`src/pdiv_pkg.sv`:
```
package pdiv_pkg;
	localparam logic [7:0]  OFS_MODE    = 8'h00;
	localparam logic [7:0]  OFS_DIV_LO  = 8'h04;
	localparam logic [7:0]  OFS_DIV_HI  = 8'h08;
	localparam logic [7:0]  OFS_GAIN    = 8'h0c;
	localparam logic [7:0]  OFS_REFSEL  = 8'h10;
	localparam logic [7:0]  OFS_STATUS  = 8'h14;
	localparam logic [3:0]  MODE_RST    = 4'h0;
	localparam logic [3:0]  GAIN_RST    = 4'hf;
	localparam logic [3:0]  REFSEL_RST  = 4'hf;
	localparam logic [3:0]  PLL_OFF     = 4'hf;
	localparam logic [15:0] DIV_RST     = 16'h0000;
	localparam int          MODE_SWL_B  = 0;
	localparam int          STAT_ON_B   = 16;
	localparam int          STAT_SWL_B  = 17;
	localparam int          DIV_LO_W    = 12;
	localparam logic [3:0]  PRE_TERM_16 = 4'hf;
	localparam logic [3:0]  PRE_TERM_15 = 4'he;
endpackage

```
`src/pdiv_core_if.sv`:
```
interface pdiv_core_if;
	logic        run;
	logic        osc_edge;
	logic        swallow_mode;
	logic [15:0] divisor;
	logic        fire;
	modport ctl (output run, output osc_edge, output swallow_mode, output divisor, input fire);
	modport core (input run, input osc_edge, input swallow_mode, input divisor, output fire);
endinterface

```
`src/pdiv_top.sv`:
```
// Summary of operation
// RL1 - The divider stops whenever the PLL is off and runs only while it is on.
// RL2 - Direct division uses only the 12-bit counter, loaded from divisor bits 15 to 4.
// RL3 - Pulse swallow chains a 15/16 prescaler, a 4-bit swallow counter and the 12-bit counter.
// RL4 - One select bit picks the method: 0 is direct division, 1 is pulse swallow.
// RL5 - Software keeps the divisor in 10h..fffh for direct and 210h..ffffh for swallow.
// RL6 - All sixteen staged divisor bits take effect together when the top nibble is written.
// RL7 - Software writes the top divisor nibble last, even for a partial change.
// RL8 - Mode and divisor fields are reached through the block's own port registers.
// RL9 - Two 2-bit fields set the oscillator input gain and the IF input gain.
// RL10 - All gain bits reset to one and software keeps the nibble at fh.
// RL11 - Software always writes zero to the top bit of the mode nibble.
// RL12 - The divided pulse feeds phase comparator and IF counter; raw input feeds the doubler.
// RL13 - Divisor and mode registers keep their contents while the core supply is off.
// RL14 - Writing the reference select field also transfers the staged divisor.
// RL15 - Reference select all ones, its reset value, is the PLL-off mode.
// RL16 - The overall division ratio equals the programmed binary divisor in either mode.
// RL17 - Divisor and mode reset to zero and no pulses appear until the PLL is on.
module pdiv_top (
	input  wire logic        clk_sys,         // System clock, 40 MHz.
	input  wire logic        rst_b,           // Asynchronous reset, active low.
	input  wire logic        hsel,            // Slave select.
	input  wire logic [31:0] haddr,           // Byte address.
	input  wire logic [1:0]  htrans,          // Transfer type.
	input  wire logic        hwrite,          // Write when high.
	input  wire logic [2:0]  hsize,           // Transfer size, word only.
	input  wire logic [31:0] hwdata,          // Write data.
	input  wire logic        hready,          // Bus ready.
	output wire logic        hreadyout,       // Slave ready.
	output wire logic [31:0] hrdata,          // Read data.
	output wire logic        hresp,           // Always OKAY.
	input  wire logic        local_osc_input, // Oscillator input, synchronous.
	output wire logic        div_to_phase,    // Divided pulse to phase comparator.
	output wire logic        div_to_ifc,      // Divided pulse to IF counter.
	output wire logic        doubler_clk,     // Raw oscillator to voltage doubler.
	output wire logic [1:0]  osc_gain,        // Oscillator amplifier gain.
	output wire logic [1:0]  intfreq_gain,    // IF amplifier gain.
	output wire logic        pll_on,          // PLL running.
	output wire logic        core_supply_en   // Divider core supply request.
);
	logic        hreadyout_r;
	logic [31:0] hrdata_r;
	logic        wr_pend_r;
	logic        rd_pend_r;
	logic [7:0]  addr_r;
	logic [3:0]  mode_r;
	logic [11:0] stage_lo_r;
	logic [3:0]  stage_hi_r;
	logic [15:0] active_div_r;
	logic [3:0]  gain_r;
	logic [3:0]  refsel_r;
	logic        osc_d_r;
	logic        div_phase_r;
	logic        div_ifc_r;
	logic        doubler_r;
	logic [1:0]  osc_gain_r;
	logic [1:0]  if_gain_r;
	logic        pll_on_r;
	logic        supply_r;
	logic        acc_ok;
	logic        wr_hi;
	logic        wr_ref;
	logic        run_now;
	logic [31:0] rd_mux;

	pdiv_core_if cif ();

	pdiv_core #(
		.MAIN_W (pdiv_pkg::DIV_LO_W),
		.SWAL_W (4)
	) u_core (
		.clk_sys (clk_sys),
		.rst_b   (rst_b),
		.cif     (cif.core)
	);

	assign hreadyout      = hreadyout_r;
	assign hrdata         = hrdata_r;
	assign hresp          = 1'b0;
	assign div_to_phase   = div_phase_r;
	assign div_to_ifc     = div_ifc_r;
	assign doubler_clk    = doubler_r;
	assign osc_gain       = osc_gain_r;
	assign intfreq_gain   = if_gain_r;
	assign pll_on         = pll_on_r;
	assign core_supply_en = supply_r;

	assign acc_ok  = hsel && htrans[1] && hready;
	assign wr_hi   = wr_pend_r && (addr_r == pdiv_pkg::OFS_DIV_HI);
	assign wr_ref  = wr_pend_r && (addr_r == pdiv_pkg::OFS_REFSEL);
	assign run_now = (refsel_r != pdiv_pkg::PLL_OFF); // [RL15]

	assign cif.run          = run_now; // [RL1]
	assign cif.osc_edge     = local_osc_input && !osc_d_r;
	assign cif.swallow_mode = mode_r[pdiv_pkg::MODE_SWL_B]; // [RL4]
	assign cif.divisor      = active_div_r;

	// Register map, one word each with the data in the low bits and the rest read as zero.
	// The mode word at 00h holds the swallow select in bit 0; bit 3 is stored but unused.
	// The low divisor word at 04h stages divisor bits 11 to 0.
	// The high divisor word at 08h stages bits 15 to 12 and commits all sixteen at once.
	// The gain word at 0ch holds the oscillator gain in bits 1:0 and the IF gain in bits 3:2.
	// The reference select word at 10h stops the divider while it holds all ones.
	// The status word at 14h shows the active divisor, run state in bit 16, mode in bit 17.
	// Other offsets ignore writes and read as zero, still with an OKAY answer.
	// Reads take one wait state so a write just before them is seen, except by the status run bit, which lags one cycle.
	always_ff @(posedge clk_sys or negedge rst_b) begin
		if (!rst_b) begin
			wr_pend_r   <= 1'b0;
			rd_pend_r   <= 1'b0;
			addr_r      <= 8'h00;
			hreadyout_r <= 1'b1;
		end else begin
			wr_pend_r   <= acc_ok && hwrite;
			rd_pend_r   <= acc_ok && !hwrite;
			hreadyout_r <= !(acc_ok && !hwrite);
			if (acc_ok) begin
				addr_r <= haddr[7:0];
			end
		end
	end

	always_comb begin
		rd_mux = 32'h00000000;
		case (addr_r) // [RL8]
			pdiv_pkg::OFS_MODE:   rd_mux[3:0]  = mode_r;
			pdiv_pkg::OFS_DIV_LO: rd_mux[11:0] = stage_lo_r;
			pdiv_pkg::OFS_DIV_HI: rd_mux[3:0]  = stage_hi_r;
			pdiv_pkg::OFS_GAIN:   rd_mux[3:0]  = gain_r;
			pdiv_pkg::OFS_REFSEL: rd_mux[3:0]  = refsel_r;
			pdiv_pkg::OFS_STATUS: begin
				rd_mux[15:0]                  = active_div_r;
				rd_mux[pdiv_pkg::STAT_ON_B]  = pll_on_r;
				rd_mux[pdiv_pkg::STAT_SWL_B] = mode_r[pdiv_pkg::MODE_SWL_B];
			end
			default:              rd_mux = 32'h00000000;
		endcase
	end

	always_ff @(posedge clk_sys or negedge rst_b) begin
		if (!rst_b) begin
			hrdata_r <= 32'h00000000;
		end else if (rd_pend_r) begin
			hrdata_r <= rd_mux;
		end
	end

	// All setting registers sit on the always-on clock, so a dropped core supply loses nothing.
	always_ff @(posedge clk_sys or negedge rst_b) begin
		if (!rst_b) begin
			mode_r <= pdiv_pkg::MODE_RST; // [RL17]
		end else if (wr_pend_r && addr_r == pdiv_pkg::OFS_MODE) begin // [RL8] [RL13]
			mode_r <= hwdata[3:0];
		end
	end

	always_ff @(posedge clk_sys or negedge rst_b) begin
		if (!rst_b) begin
			stage_lo_r <= pdiv_pkg::DIV_RST[11:0];
			stage_hi_r <= pdiv_pkg::DIV_RST[15:12];
		end else begin
			if (wr_pend_r && addr_r == pdiv_pkg::OFS_DIV_LO) begin
				stage_lo_r <= hwdata[11:0];
			end
			if (wr_hi) begin
				stage_hi_r <= hwdata[3:0];
			end
		end
	end

	// Only the top nibble or the reference select moves the staged value, so a half-written
	// divisor reaches the counters if the top nibble is written first or the reference select is written between the halves.
	always_ff @(posedge clk_sys or negedge rst_b) begin
		if (!rst_b) begin
			active_div_r <= pdiv_pkg::DIV_RST; // [RL17]
		end else if (wr_hi) begin
			active_div_r <= {hwdata[3:0], stage_lo_r}; // [RL6] [RL7]
		end else if (wr_ref) begin
			active_div_r <= {stage_hi_r, stage_lo_r}; // [RL14]
		end
	end

	always_ff @(posedge clk_sys or negedge rst_b) begin
		if (!rst_b) begin
			gain_r <= pdiv_pkg::GAIN_RST; // [RL10]
		end else if (wr_pend_r && addr_r == pdiv_pkg::OFS_GAIN) begin
			gain_r <= hwdata[3:0];
		end
	end

	always_ff @(posedge clk_sys or negedge rst_b) begin
		if (!rst_b) begin
			refsel_r <= pdiv_pkg::REFSEL_RST; // [RL15]
		end else if (wr_ref) begin
			refsel_r <= hwdata[3:0];
		end
	end

	always_ff @(posedge clk_sys or negedge rst_b) begin
		if (!rst_b) begin
			osc_d_r   <= 1'b0;
			doubler_r <= 1'b0;
		end else begin
			osc_d_r   <= local_osc_input;
			doubler_r <= local_osc_input; // [RL12]
		end
	end

	always_ff @(posedge clk_sys or negedge rst_b) begin
		if (!rst_b) begin
			div_phase_r <= 1'b0;
			div_ifc_r   <= 1'b0;
		end else begin
			div_phase_r <= cif.fire; // [RL12]
			div_ifc_r   <= cif.fire; // [RL12]
		end
	end

	always_ff @(posedge clk_sys or negedge rst_b) begin
		if (!rst_b) begin
			osc_gain_r <= pdiv_pkg::GAIN_RST[1:0];
			if_gain_r  <= pdiv_pkg::GAIN_RST[3:2];
		end else begin
			osc_gain_r <= gain_r[1:0]; // [RL9]
			if_gain_r  <= gain_r[3:2]; // [RL9]
		end
	end

	always_ff @(posedge clk_sys or negedge rst_b) begin
		if (!rst_b) begin
			pll_on_r <= 1'b0;
			supply_r <= 1'b0;
		end else begin
			pll_on_r <= run_now; // [RL15]
			supply_r <= run_now; // [RL13]
		end
	end

	a_halt_when_off: assert property (@(posedge clk_sys) disable iff (!rst_b) // [RL1] [RL15]
		(refsel_r == pdiv_pkg::PLL_OFF) [*2] |=> !div_phase_r && !div_ifc_r)
		else $error("divided pulse seen while the PLL is off");

	a_msb_commit: assert property (@(posedge clk_sys) disable iff (!rst_b) // [RL6]
		wr_hi |=> active_div_r == {$past(hwdata[3:0]), $past(stage_lo_r)})
		else $error("top nibble write did not commit all divisor bits");

	a_div_hold: assert property (@(posedge clk_sys) disable iff (!rst_b) // [RL6] [RL13]
		!wr_hi && !wr_ref |=> $stable(active_div_r))
		else $error("active divisor changed without a commit");

	a_refsel_xfer: assert property (@(posedge clk_sys) disable iff (!rst_b) // [RL14]
		wr_ref && !wr_hi |=> active_div_r == $past({stage_hi_r, stage_lo_r}))
		else $error("reference select write did not transfer the staged divisor");

	a_gain_reset: assert property (@(posedge clk_sys) disable iff (!rst_b) // [RL10]
		$rose(rst_b) |-> gain_r == pdiv_pkg::GAIN_RST && {if_gain_r, osc_gain_r} == 4'hf)
		else $error("gain bits not all ones after reset");

	a_gain_pins: assert property (@(posedge clk_sys) disable iff (!rst_b) // [RL9]
		##1 {if_gain_r, osc_gain_r} == $past(gain_r))
		else $error("gain pins do not follow the gain register");

	a_div_reset: assert property (@(posedge clk_sys) disable iff (!rst_b) // [RL17]
		$rose(rst_b) |-> active_div_r == 16'h0000 && mode_r == 4'h0 && !pll_on_r)
		else $error("divisor or mode not cleared by reset");

	a_fire_pair: assert property (@(posedge clk_sys) disable iff (!rst_b) // [RL12]
		cif.fire |=> div_phase_r && div_ifc_r ##1 !div_phase_r)
		else $error("divided pulse not delivered to both consumers");

	a_doubler_raw: assert property (@(posedge clk_sys) disable iff (!rst_b) // [RL12]
		##1 doubler_r == $past(local_osc_input))
		else $error("doubler clock does not follow the oscillator input");

	a_read_wait: assert property (@(posedge clk_sys) disable iff (!rst_b)
		acc_ok && !hwrite |=> !hreadyout_r ##1 hreadyout_r)
		else $error("read answer not given after one wait state");

	// Register bus checks look one edge after the access is taken; setting and read checks one edge after its data phase.
	a_write_nowait: assert property (@(posedge clk_sys) disable iff (!rst_b) // [RL8]
		acc_ok && hwrite |=> hreadyout_r)
		else $error("write answered with a wait state");

	a_rd_hold: assert property (@(posedge clk_sys) disable iff (!rst_b) // [RL8]
		!rd_pend_r |=> $stable(hrdata_r))
		else $error("read data changed outside a read");

	a_read_mode: assert property (@(posedge clk_sys) disable iff (!rst_b) // [RL8]
		rd_pend_r && addr_r == pdiv_pkg::OFS_MODE |=> hrdata_r == {28'h0, $past(mode_r)})
		else $error("mode read returned the wrong value");

	a_read_refsel: assert property (@(posedge clk_sys) disable iff (!rst_b) // [RL15]
		rd_pend_r && addr_r == pdiv_pkg::OFS_REFSEL |=> hrdata_r == {28'h0, $past(refsel_r)})
		else $error("reference select read returned the wrong value");

	a_read_status: assert property (@(posedge clk_sys) disable iff (!rst_b) // [RL13]
		rd_pend_r && addr_r == pdiv_pkg::OFS_STATUS |=> hrdata_r[15:0] == $past(active_div_r))
		else $error("status read did not show the active divisor");

	a_read_unmapped: assert property (@(posedge clk_sys) disable iff (!rst_b) // [RL8]
		rd_pend_r && addr_r > pdiv_pkg::OFS_STATUS |=> hrdata_r == 32'h00000000)
		else $error("unmapped read returned nonzero data");

	a_mode_write: assert property (@(posedge clk_sys) disable iff (!rst_b) // [RL4] [RL8]
		wr_pend_r && addr_r == pdiv_pkg::OFS_MODE |=> mode_r == $past(hwdata[3:0]))
		else $error("mode write did not land");

	a_gain_write: assert property (@(posedge clk_sys) disable iff (!rst_b) // [RL9]
		wr_pend_r && addr_r == pdiv_pkg::OFS_GAIN |=> gain_r == $past(hwdata[3:0]))
		else $error("gain write did not land");

	a_refsel_write: assert property (@(posedge clk_sys) disable iff (!rst_b) // [RL15]
		wr_ref |=> refsel_r == $past(hwdata[3:0]))
		else $error("reference select write did not land");

	a_stage_lo_write: assert property (@(posedge clk_sys) disable iff (!rst_b) // [RL6]
		wr_pend_r && addr_r == pdiv_pkg::OFS_DIV_LO |=> stage_lo_r == $past(hwdata[11:0]))
		else $error("low divisor write did not reach the staging register");

	a_stage_hi_write: assert property (@(posedge clk_sys) disable iff (!rst_b) // [RL6]
		wr_hi |=> stage_hi_r == $past(hwdata[3:0]))
		else $error("high divisor write did not reach the staging register");

	a_pll_on_state: assert property (@(posedge clk_sys) disable iff (!rst_b) // [RL15]
		##1 pll_on_r == ($past(refsel_r) != pdiv_pkg::PLL_OFF))
		else $error("run flag does not follow the reference select");

	a_off_no_fire: assert property (@(posedge clk_sys) disable iff (!rst_b) // [RL1]
		!run_now |=> !cif.fire)
		else $error("divider fired while stopped");

	a_keep_unpowered: assert property (@(posedge clk_sys) disable iff (!rst_b) // [RL13]
		!supply_r && !wr_pend_r |=> $stable(mode_r) && $stable(active_div_r))
		else $error("settings changed while the core supply was off");

	a_pulse_single: assert property (@(posedge clk_sys) disable iff (!rst_b) // [RL12]
		div_phase_r |=> !div_phase_r)
		else $error("divided pulse stood longer than one cycle");

	c_msb_commit: cover property (@(posedge clk_sys) disable iff (!rst_b) wr_hi);
	c_pll_start: cover property (@(posedge clk_sys) disable iff (!rst_b) $rose(pll_on_r));
	c_status_read: cover property (@(posedge clk_sys) disable iff (!rst_b)
		rd_pend_r && addr_r == pdiv_pkg::OFS_STATUS);
endmodule

```
`src/pdiv_core.sv`:
```
module pdiv_core #(
	parameter int MAIN_W = 12, // Divisor field width; the binary counter is one bit wider.
	parameter int SWAL_W = 4   // Swallow counter width.
) (
	input  wire logic    clk_sys, // System clock.
	input  wire logic    rst_b,   // Asynchronous reset, active low.
	pdiv_core_if.core    cif      // Control and divided output.
);
	logic [3:0]        pre_r;
	logic [SWAL_W-1:0] swal_r;
	logic [MAIN_W:0]   main_r;
	logic              fire_r;
	logic [MAIN_W-1:0] msb_part;
	logic [SWAL_W-1:0] low_part;
	logic [MAIN_W:0]   load_main;
	logic [SWAL_W-1:0] load_swal;
	logic [3:0]        pre_term;
	logic              pre_wrap;
	logic              main_done;
	logic              done_now;

	assign msb_part  = cif.divisor[MAIN_W+SWAL_W-1:SWAL_W];
	assign low_part  = cif.divisor[SWAL_W-1:0];
	assign pre_term  = (swal_r != '0) ? pdiv_pkg::PRE_TERM_15 : pdiv_pkg::PRE_TERM_16;
	assign pre_wrap  = !cif.swallow_mode || (pre_r == pre_term);
	assign main_done = (main_r <= (MAIN_W+1)'(1));
	assign done_now  = cif.run && cif.osc_edge && pre_wrap && main_done;
	assign cif.fire  = fire_r;

	// A swallow of 16-A periods at /15 with one extra /16 period gives exactly 16*M+A.
	always_comb begin
		load_main = {1'b0, msb_part};
		load_swal = '0;
		if (cif.swallow_mode && low_part != '0) begin // [RL16]
			load_main = {1'b0, msb_part} + (MAIN_W+1)'(1);
			load_swal = '0 - low_part;
		end
	end

	always_ff @(posedge clk_sys or negedge rst_b) begin
		if (!rst_b) begin
			pre_r <= 4'h0;
		end else if (!cif.run) begin // [RL1]
			pre_r <= 4'h0;
		end else if (cif.osc_edge && cif.swallow_mode) begin // [RL3]
			pre_r <= pre_wrap ? 4'h0 : pre_r + 4'h1;
		end
	end

	always_ff @(posedge clk_sys or negedge rst_b) begin
		if (!rst_b) begin
			swal_r <= '0;
		end else if (!cif.run) begin
			swal_r <= load_swal;
		end else if (cif.osc_edge && pre_wrap && cif.swallow_mode) begin // [RL3]
			if (main_done) begin
				swal_r <= load_swal;
			end else if (swal_r != '0) begin
				swal_r <= swal_r - SWAL_W'(1);
			end
		end
	end

	always_ff @(posedge clk_sys or negedge rst_b) begin
		if (!rst_b) begin
			main_r <= '0;
		end else if (!cif.run) begin
			main_r <= load_main;
		end else if (cif.osc_edge && pre_wrap) begin // [RL2]
			main_r <= main_done ? load_main : main_r - (MAIN_W+1)'(1);
		end
	end

	always_ff @(posedge clk_sys or negedge rst_b) begin
		if (!rst_b) begin
			fire_r <= 1'b0;
		end else begin
			fire_r <= done_now; // [RL17]
		end
	end

	// Helper logic that only the ratio check and the two period covers read.
	logic [16:0] since_r;
	logic [16:0] cfg_snap_r;
	logic        clean_r;
	logic [16:0] cfg_now;
	assign cfg_now = {cif.swallow_mode, cif.divisor};

	function automatic logic [16:0] exp_of(input logic [16:0] cfg);
		exp_of = cfg[16] ? {1'b0, cfg[15:0]} : {5'h00, cfg[15:4]};
	endfunction

	always_ff @(posedge clk_sys or negedge rst_b) begin
		if (!rst_b) begin
			since_r    <= 17'h00000;
			cfg_snap_r <= 17'h00000;
			clean_r    <= 1'b0;
		end else if (!cif.run) begin
			since_r <= 17'h00000;
			clean_r <= 1'b0;
		end else if (done_now) begin
			since_r    <= 17'h00000;
			cfg_snap_r <= cfg_now;
			clean_r    <= 1'b1;
		end else begin
			since_r <= cif.osc_edge ? since_r + 17'h00001 : since_r;
			clean_r <= clean_r && (cfg_now == cfg_snap_r);
		end
	end

	a_ratio_exact: assert property (@(posedge clk_sys) disable iff (!rst_b) // [RL16] [RL2] [RL3]
		done_now && clean_r |-> (since_r + 17'h00001) == exp_of(cfg_snap_r))
		else $error("divided period does not match the programmed divisor");

	c_swallow_period: cover property (@(posedge clk_sys) disable iff (!rst_b)
		done_now && clean_r && cfg_snap_r[16]);
	c_direct_period: cover property (@(posedge clk_sys) disable iff (!rst_b)
		done_now && clean_r && !cfg_snap_r[16]);
endmodule

```
`config.mk`:
```
export PLATFORM = sky130hd
export DESIGN_NAME = pdiv_top
export DESIGN_NICKNAME = d
export VERILOG_FILES = /design/src/pdiv_pkg.sv /design/src/pdiv_core_if.sv /design/src/pdiv_top.sv /design/src/pdiv_core.sv
export SDC_FILE = /design/constraint.sdc
export NUM_CORES = 1
export LEC_CHECK = 0
export BUFFER_PORTS_ARGS = -buffer_cell sky130_fd_sc_hd__buf_2
export CORE_MARGIN = 3
export CORE_UTILIZATION = 30
export DETAILED_ROUTE_END_ITERATION = 10
export PLACE_DENSITY_LB_ADDON = 0.25
export SYNTH_ARGS = -nofsm -noshare
export SYNTH_HDL_FRONTEND = slang
export SYNTH_HIERARCHICAL = 1
export SYNTH_SLANG_ARGS = --single-unit
```
`constraint.sdc`:
```
create_clock -name clk_sys -period 7.6 [get_ports clk_sys]
set_input_delay 0.38 -clock clk_sys [delete_from_list [all_inputs] [get_ports clk_sys]]
set_output_delay 0.38 -clock clk_sys [all_outputs]
set_load 0.02 [all_outputs]
```
# After elaboration in Yosys (flattened, before gate mapping)

Index checks and enable logic that the tools add are counted.

Register bits after elaboration: 102
Output and inout bits: 43
Logic and storage cells: 82

Add/subtract/negate cells: 5
$lt $le $gt $ge: 1
Equality and inequality tests: 11
Mux-type cells: 18
Reductions and logical operators: 27

Operators by type and width:

| cell                                                             | count |
|---|---|
| two-way mux 13 bit                                               | 4 |
| two-way mux 16 bit                                               | 2 |
| two-way mux 4 bit                                                | 8 |
| one-hot mux 4 bit (6 select lines)                               | 1 |
| logical AND 1 bit                                                | 17 |
| equality test 8 x 4 -> 1 bit (second input constant)             | 2 |
| equality test 8 x 5 -> 1 bit (second input constant)             | 2 |
| one-hot mux 8 bit (2 select lines)                               | 1 |
| adder 12 x 1 -> 13 bit (second input constant)                   | 1 |
| less-or-equal comparator 13 x 1 -> 1 bit (second input constant) | 1 |
| subtractor 13 x 1 -> 13 bit (second input constant)              | 1 |
| equality test 8 x 3 -> 1 bit (second input constant)             | 1 |
| zero test 8 bit                                                  | 1 |
| nonzero test 4 bit                                               | 2 |
| two-way mux 6 bit                                                | 1 |
| != test 2 x 1 -> 1 bit (second input constant)                   | 3 |
| adder 4 x 1 -> 4 bit (second input constant)                     | 1 |
| equality test 4 bit                                              | 1 |
| zero test 1 bit                                                  | 4 |
| != test 4 bit (second input constant)                            | 1 |
| subtractor 1 x 4 -> 4 bit (first input constant)                 | 1 |
| subtractor 4 x 1 -> 4 bit (second input constant)                | 1 |
| != test 3 x 1 -> 1 bit (second input constant)                   | 1 |
| AND reduction 2 bit                                              | 1 |
| 3 further kinds                                                  | 3 |

# Longest topological paths before layout

Depth in word-level cells: 8
Depth in mapped cells: 9

# Hierarchy

The synthesis kept the hierarchy.

By module, submodules not included:

| module    | instances | cells each | area an instance (um^2) |
|---|---|---|---|
| pdiv_top  | 1         | 257        | 3,485.8 |
| pdiv_core | 1         | 207        | 1,700.4 |

# Worst setup path before layout

Ideal clock, no wire load.

Path type: register to register
From: reg u_core.main_r[10]
To: reg u_core.swal_r[1]
Arrival time: 2,439 ps
Data required time: 7,475 ps
Path slack: 5,035 ps
Stages on the path, launching flop included: 7
Buffers on the path: 1
Clock period less this slack: 2,565 ps
Cells stage by stage: dfrtp_1 or4_1 or3_4 or3_1 buf_6 o31a_4 mux2_4

Longest elaborated chain between the ends: 4

RTL lines:

| what                                       | RTL line        | RTL |
|---|---|---|
| from (decl)                                | pdiv_core.sv:11 | `logic [MAIN_W:0] main_r;` |
| from (signal assigned)                     | pdiv_core.sv:68 | `main_r <= load_main;` |
| from (signal assigned)                     | pdiv_core.sv:70 | `main_r <= main_done ? load_main : main_r - (MAIN_W+1)'(1);` |
| less-or-equal comparator 13 x 1 -> 1 bit * | pdiv_core.sv:26 | `assign main_done = (main_r <= (MAIN_W+1)'(1));` |
| two-way mux 4 bit                          | pdiv_core.sv:56 | `if (main_done) begin` |
| two-way mux 4 bit                          | pdiv_core.sv:55 | `end else if (cif.osc_edge && pre_wrap && cif.swallow_mode) begin` |
| two-way mux 4 bit                          | pdiv_core.sv:53 | `end else if (!cif.run) begin` |
| to (signal assigned)                       | pdiv_core.sv:54 | `swal_r <= load_swal;` |
| to (signal assigned)                       | pdiv_core.sv:57 | `swal_r <= load_swal;` |
| to (signal assigned)                       | pdiv_core.sv:59 | `swal_r <= swal_r - SWAL_W'(1);` |
| to (decl)                                  | pdiv_core.sv:10 | `logic [SWAL_W-1:0] swal_r;` |

Mark *: on every way between the ends. The rest lies on a longest branch, timed or not. The select of a mux whose other input is x is not followed.
A chain may end at the register's enable or synchronous reset.

# Worst setup path in the final report

From: reg u_core.main_r[10]
To: reg u_core.main_r[12]

Longest elaborated chain between the ends: 4

RTL lines:

| what                                                                                    | RTL line                         | RTL |
|---|---|---|
| subtractor 13 x 1 -> 13 bit or less-or-equal comparator 13 x 1 -> 1 bit (tied branches) | pdiv_core.sv:70, pdiv_core.sv:26 |  |
| two-way mux 13 bit *                                                                    | pdiv_core.sv:70                  |  |
| two-way mux 13 bit *                                                                    | pdiv_core.sv:69                  | `end else if (cif.osc_edge && pre_wrap) begin` |
| two-way mux 13 bit *                                                                    | pdiv_core.sv:67                  | `end else if (!cif.run) begin` |

Marks and branches as above.

==> summary.txt <==
Run status
  – Status: complete, no violations

Power and ir drop
  – Peak supply drop: 0.0964 mV
  – Total leakage power: 0.00263 uW
  – PwrDens: 236 nW/um2

Yosys
  – Fraction of the mapped netlist area in compound gates: 12.8%
  – Adder and majority cell fraction of the synthesized area: 1.45%
  – FFs w/ async S/R, synth: 100%
  – Sequential cell area fraction in the yosys report: 49.5%
  – Post-synthesis xor/xnor area fraction: 2.53%
  – Most used flip-flop cell after synthesis: sky130_fd_sc_hd__dfrtp_1
  – Number of flops mapped to enable cells by yosys: 0
  – Number of library cell types mapped by synthesis: 63
  – Simple-Gate Fraction of Synth Area: 14.5%
  – Average size of a mapped cell: 11.2 um2
  – Main combinational cell family by area after synthesis: simple AND/OR/NAND/NOR gates
  – Number of synthesized register bits: 102
  – Synthesized instance count: 464
  – Number of warnings printed during yosys synthesis: 6
  – Fraction of synthesized area in multiplexers: 12.9%
  – Post-synth design cell area: 5190 um2

Worst setup path
  – Family of cells with the greatest summed delay on the critical path: simple AND/OR/NAND/NOR gates
  – CP Cell Sequence: or4_1 > or3_4 > nor3_1 > a21boi_0 > nor2_1 > a31oi_1
  – Worst flop-to-flop path startpoint: u_core/main_r[10]
  – Data arrival time of the worst path: 3.08 ns
  – Startpoint-to-endpoint class of the critical path: reg -> reg
  – Endpoint required time on the critical path: 7.82 ns
  – Category of the worst setup path capture point: register
  – Kind of launch point of the worst setup path: register
  – Depth of the worst register-to-register path: 6
  – Delay of the slowest critical-path stage: 0.64 ns
  – Setup slack, reg-to-reg: 4.74 ns
  – CP Max Fanout: 8
  – Highest-delay cell along the critical path: sky130_fd_sc_hd__nor3_1
  – Endpoint of the lowest-slack register-to-register path: u_core/main_r[12]
  – Combined buffer and inverter count along the critical path: 0

Clock tree
  – Buffers from clock root to sink, at most: 2
  – Master cell of the clock root buffer: sky130_fd_sc_hd__clkbuf_16
  – Clock latency of the later-clocked register in the worst-skew pair: 0.35 ns
  – Clock tree from TritonCTS: yes
  – CTS Sinks: 102
  – Clock H-tree levels: 3
  – Quantity of gates resized following cts: 0
  – Clock-pin slew reported for the worst setup and hold paths after clock tree synthesis: 0.07 ns
  – Total CTS buffers: 9

Layout
  – Most common cell after layout, fill and taps aside: sky130_fd_sc_hd__dfrtp_1
  – Number of standard cells in the final layout excluding fillers: 738
  – Area overhead of the layout relative to synthesis: 13.5%
  – Antenna diodes: 0
  – FF/Latch Area: 2570 um2
  – Top library cells by usage in the layout, fill and taps aside: sky130_fd_sc_hd__dfrtp_1, sky130_fd_sc_hd__buf_2, sky130_fd_sc_hd__mux2_2
  – Final nets: 594
  – Filler cells: 1673
  – Area of the multi-input gates: 2350 um2
  – Fraction of final layout cells with drive strength greater than 1: 27.8%

Timing
  – Tcrit/Tclk final: 37.7%
  – Setup repair after global routing missed its margin: no
  – Max_slew headroom: 35.2%
  – Measured slew at the worst slew-check pin: 0.972 ns
  – Peak clock frequency supported by timing: 349 MHz
  – Final Hold Slack: 0.150 ns
  – Number of pins exceeding their max-slew limit in the final report: 0
  – Final setup vio count: 0
  – Time the worst path needs with I/O delays and setup: 2.86 ns
  – Endpoints failing hold: 0
  – Worst-case clock skew: 0.00520 ns
  – Sum Neg Setup Slack: 0 ns

Floorplan
  – Die outline area: 18900 um2
  – X dimension of the die: 137 um
  – Initial core utilization: 30.9%
  – Placement row count: 47
  – Top Ports: 118
  – Standard cell core area: 16800 um2
  – Die boundary height: 137 um

Hold path
  – Startpoint of the worst hold path: local_osc_input
  – Depth of the worst hold-timing path: 1
  – Worst Hold End: doubler_clk
  – Class of the tightest hold or removal check: in -> reg

Placed design
  – Number of placed instances with taps included: 721
  – Number of buffers inserted by port buffering: 54
  – Dpl hpwl: 8190 um
  – GP Congestion: 0.798

Routing
  – Final antenna-violating net count: 0
  – Iteration-0 DRC Markers: 249
  – DR vias/cell: 4.96
  – DRT Pass-1 Iters: 4
  – Final wirelength: 11600 um
  – Residual DRC: 0
  – Total number of vias: 3660
  – Avg WL per Cell: 15.7 um

Global route
  – Largest net degree at the start of global routing: 77
  – Total routing resource utilization after global routing: 13.0%
  – First-pass GRT wire length: 19500 um
  – Total grt overflow: 0
  – Initial antenna violation count: 0
  – Via count of the first global-routing pass: 3753

Flow run
  – Max-capacitance violation count: 0
## cell usage after synthesis (4+ instances only)
cell type | number | area (um2)
sky130_fd_sc_hd__nand2_1 | 32 | 120
sky130_fd_sc_hd__nand2b_1 | 4 | 25.0
sky130_fd_sc_hd__dfstp_2 | 13 | 342
sky130_fd_sc_hd__nand4_1 | 6 | 37.5
sky130_fd_sc_hd__nor3b_1 | 6 | 45.0
sky130_fd_sc_hd__xor2_1 | 9 | 78.8
sky130_fd_sc_hd__ha_1 | 6 | 75.1
sky130_fd_sc_hd__dfrtp_1 | 89 | 2230
sky130_fd_sc_hd__nor3_1 | 8 | 40.0
sky130_fd_sc_hd__a22oi_1 | 14 | 105
sky130_fd_sc_hd__buf_2 | 4 | 20.0
sky130_fd_sc_hd__nand3_1 | 22 | 110
sky130_fd_sc_hd__mux2_1 | 4 | 45.0
sky130_fd_sc_hd__o21ai_0 | 22 | 110
sky130_fd_sc_hd__and3_1 | 5 | 31.3
sky130_fd_sc_hd__inv_1 | 24 | 90.1
sky130_fd_sc_hd__clkbuf_1 | 8 | 30.0
sky130_fd_sc_hd__mux2_2 | 34 | 383
sky130_fd_sc_hd__xnor2_1 | 6 | 52.6
sky130_fd_sc_hd__a211o_1 | 4 | 35.0
sky130_fd_sc_hd__nor2_1 | 21 | 78.8
sky130_fd_sc_hd__a22o_1 | 8 | 70.1
sky130_fd_sc_hd__o21ai_1 | 4 | 20.0
sky130_fd_sc_hd__nor2b_1 | 5 | 31.3
sky130_fd_sc_hd__a21oi_1 | 9 | 45.0
sky130_fd_sc_hd__a31oi_1 | 8 | 50.1
sky130_fd_sc_hd__o22ai_1 | 5 | 31.3
sky130_fd_sc_hd__buf_4 | 20 | 150
sky130_fd_sc_hd__mux2_4 | 11 | 165
## how the worst max path moves through the flow
stage,startpoint,to,slack [ns],cells past startpoint
global placement,u_core/main_r[10],u_core/main_r[12],4.71,6
finish,u_core/main_r[10],u_core/main_r[12],4.74,6
detailed placement,u_core/main_r[9],u_core/main_r[12],4.79,6
global route,u_core/main_r[10],u_core/main_r[12],4.58,6
CTS,u_core/main_r[10],u_core/main_r[12],4.75,6
floorplan,u_core/main_r[10],u_core/swal_r[1],5.04,6
## stage by stage
step                      total power (uW)  utilization [%]  cell area [um2]  setup slack, ns
after floorplan                        861                -             5240             5.04
after global placement                 920             33.3             5580             4.71
after detailed placement               931             33.3             5580             4.79
after CTS                             1400             35.1             5890             4.75
after global routing                  1470             35.1             5890             4.58
final                                 1390             35.1             5890             4.74
## metal layers
metal | vias up | track usage, % | part of all wire, %
met5 | - | 0 | 0
met4 | 0 | 5.32 | 1.8
met3 | 16 | 1.94 | 2.9
met2 | 70 | 20.8 | 48
met1 | 1822 | 17.7 | 48
li1 | 1752 | - | -
## report_power, final
part           internal [uW]  switching, uW
Combinational            115            117
Sequential               606           84.3
Clock                    257            208
Total                    979            409
## area by class of cell
class / count / share of cell area (%)
Timing Repair Buffer: 59 / 5.31
Clock buffer: 11 / 3.95
Inverter: 24 / 1.53
Clock inverter: 5 / 1.02
Tap cell: 220 / 4.68
Sequential cell: 102 / 43.6
Multi-Input combinational cell: 317 / 39.9
## cell families (layout without fill, tap and decap cells)
kind of cell	count (synthesis)	count (layout)
and+or+nand+nor	131	131
DFF	102	102
AOI/OAI and AO/OA	96	96
buffers and inverters	59	99
muxes	54	54
xor gates and xnor gates	15	15
adders and majority gates	6	6
other	1	15
## timing repair
action                    in CTS  in global routing
setup buffers                  0                  0
hold endpoints to repair      17                  0
hold buffers                   1                  0
## state kept, by name, summed over array words and instances (netlist names), 2 cells and up
register       count
active_div_r      16
addr_r             8
gain_r             4
hrdata            18
intfreq_gain       2
mode_r             4
osc_gain           2
refsel_r           4
stage_hi_r         4
stage_lo_r        12
u_core/main_r     13
u_core/pre_r       4
u_core/swal_r      4
Note: power is estimated with default switching activity, not from simulation.
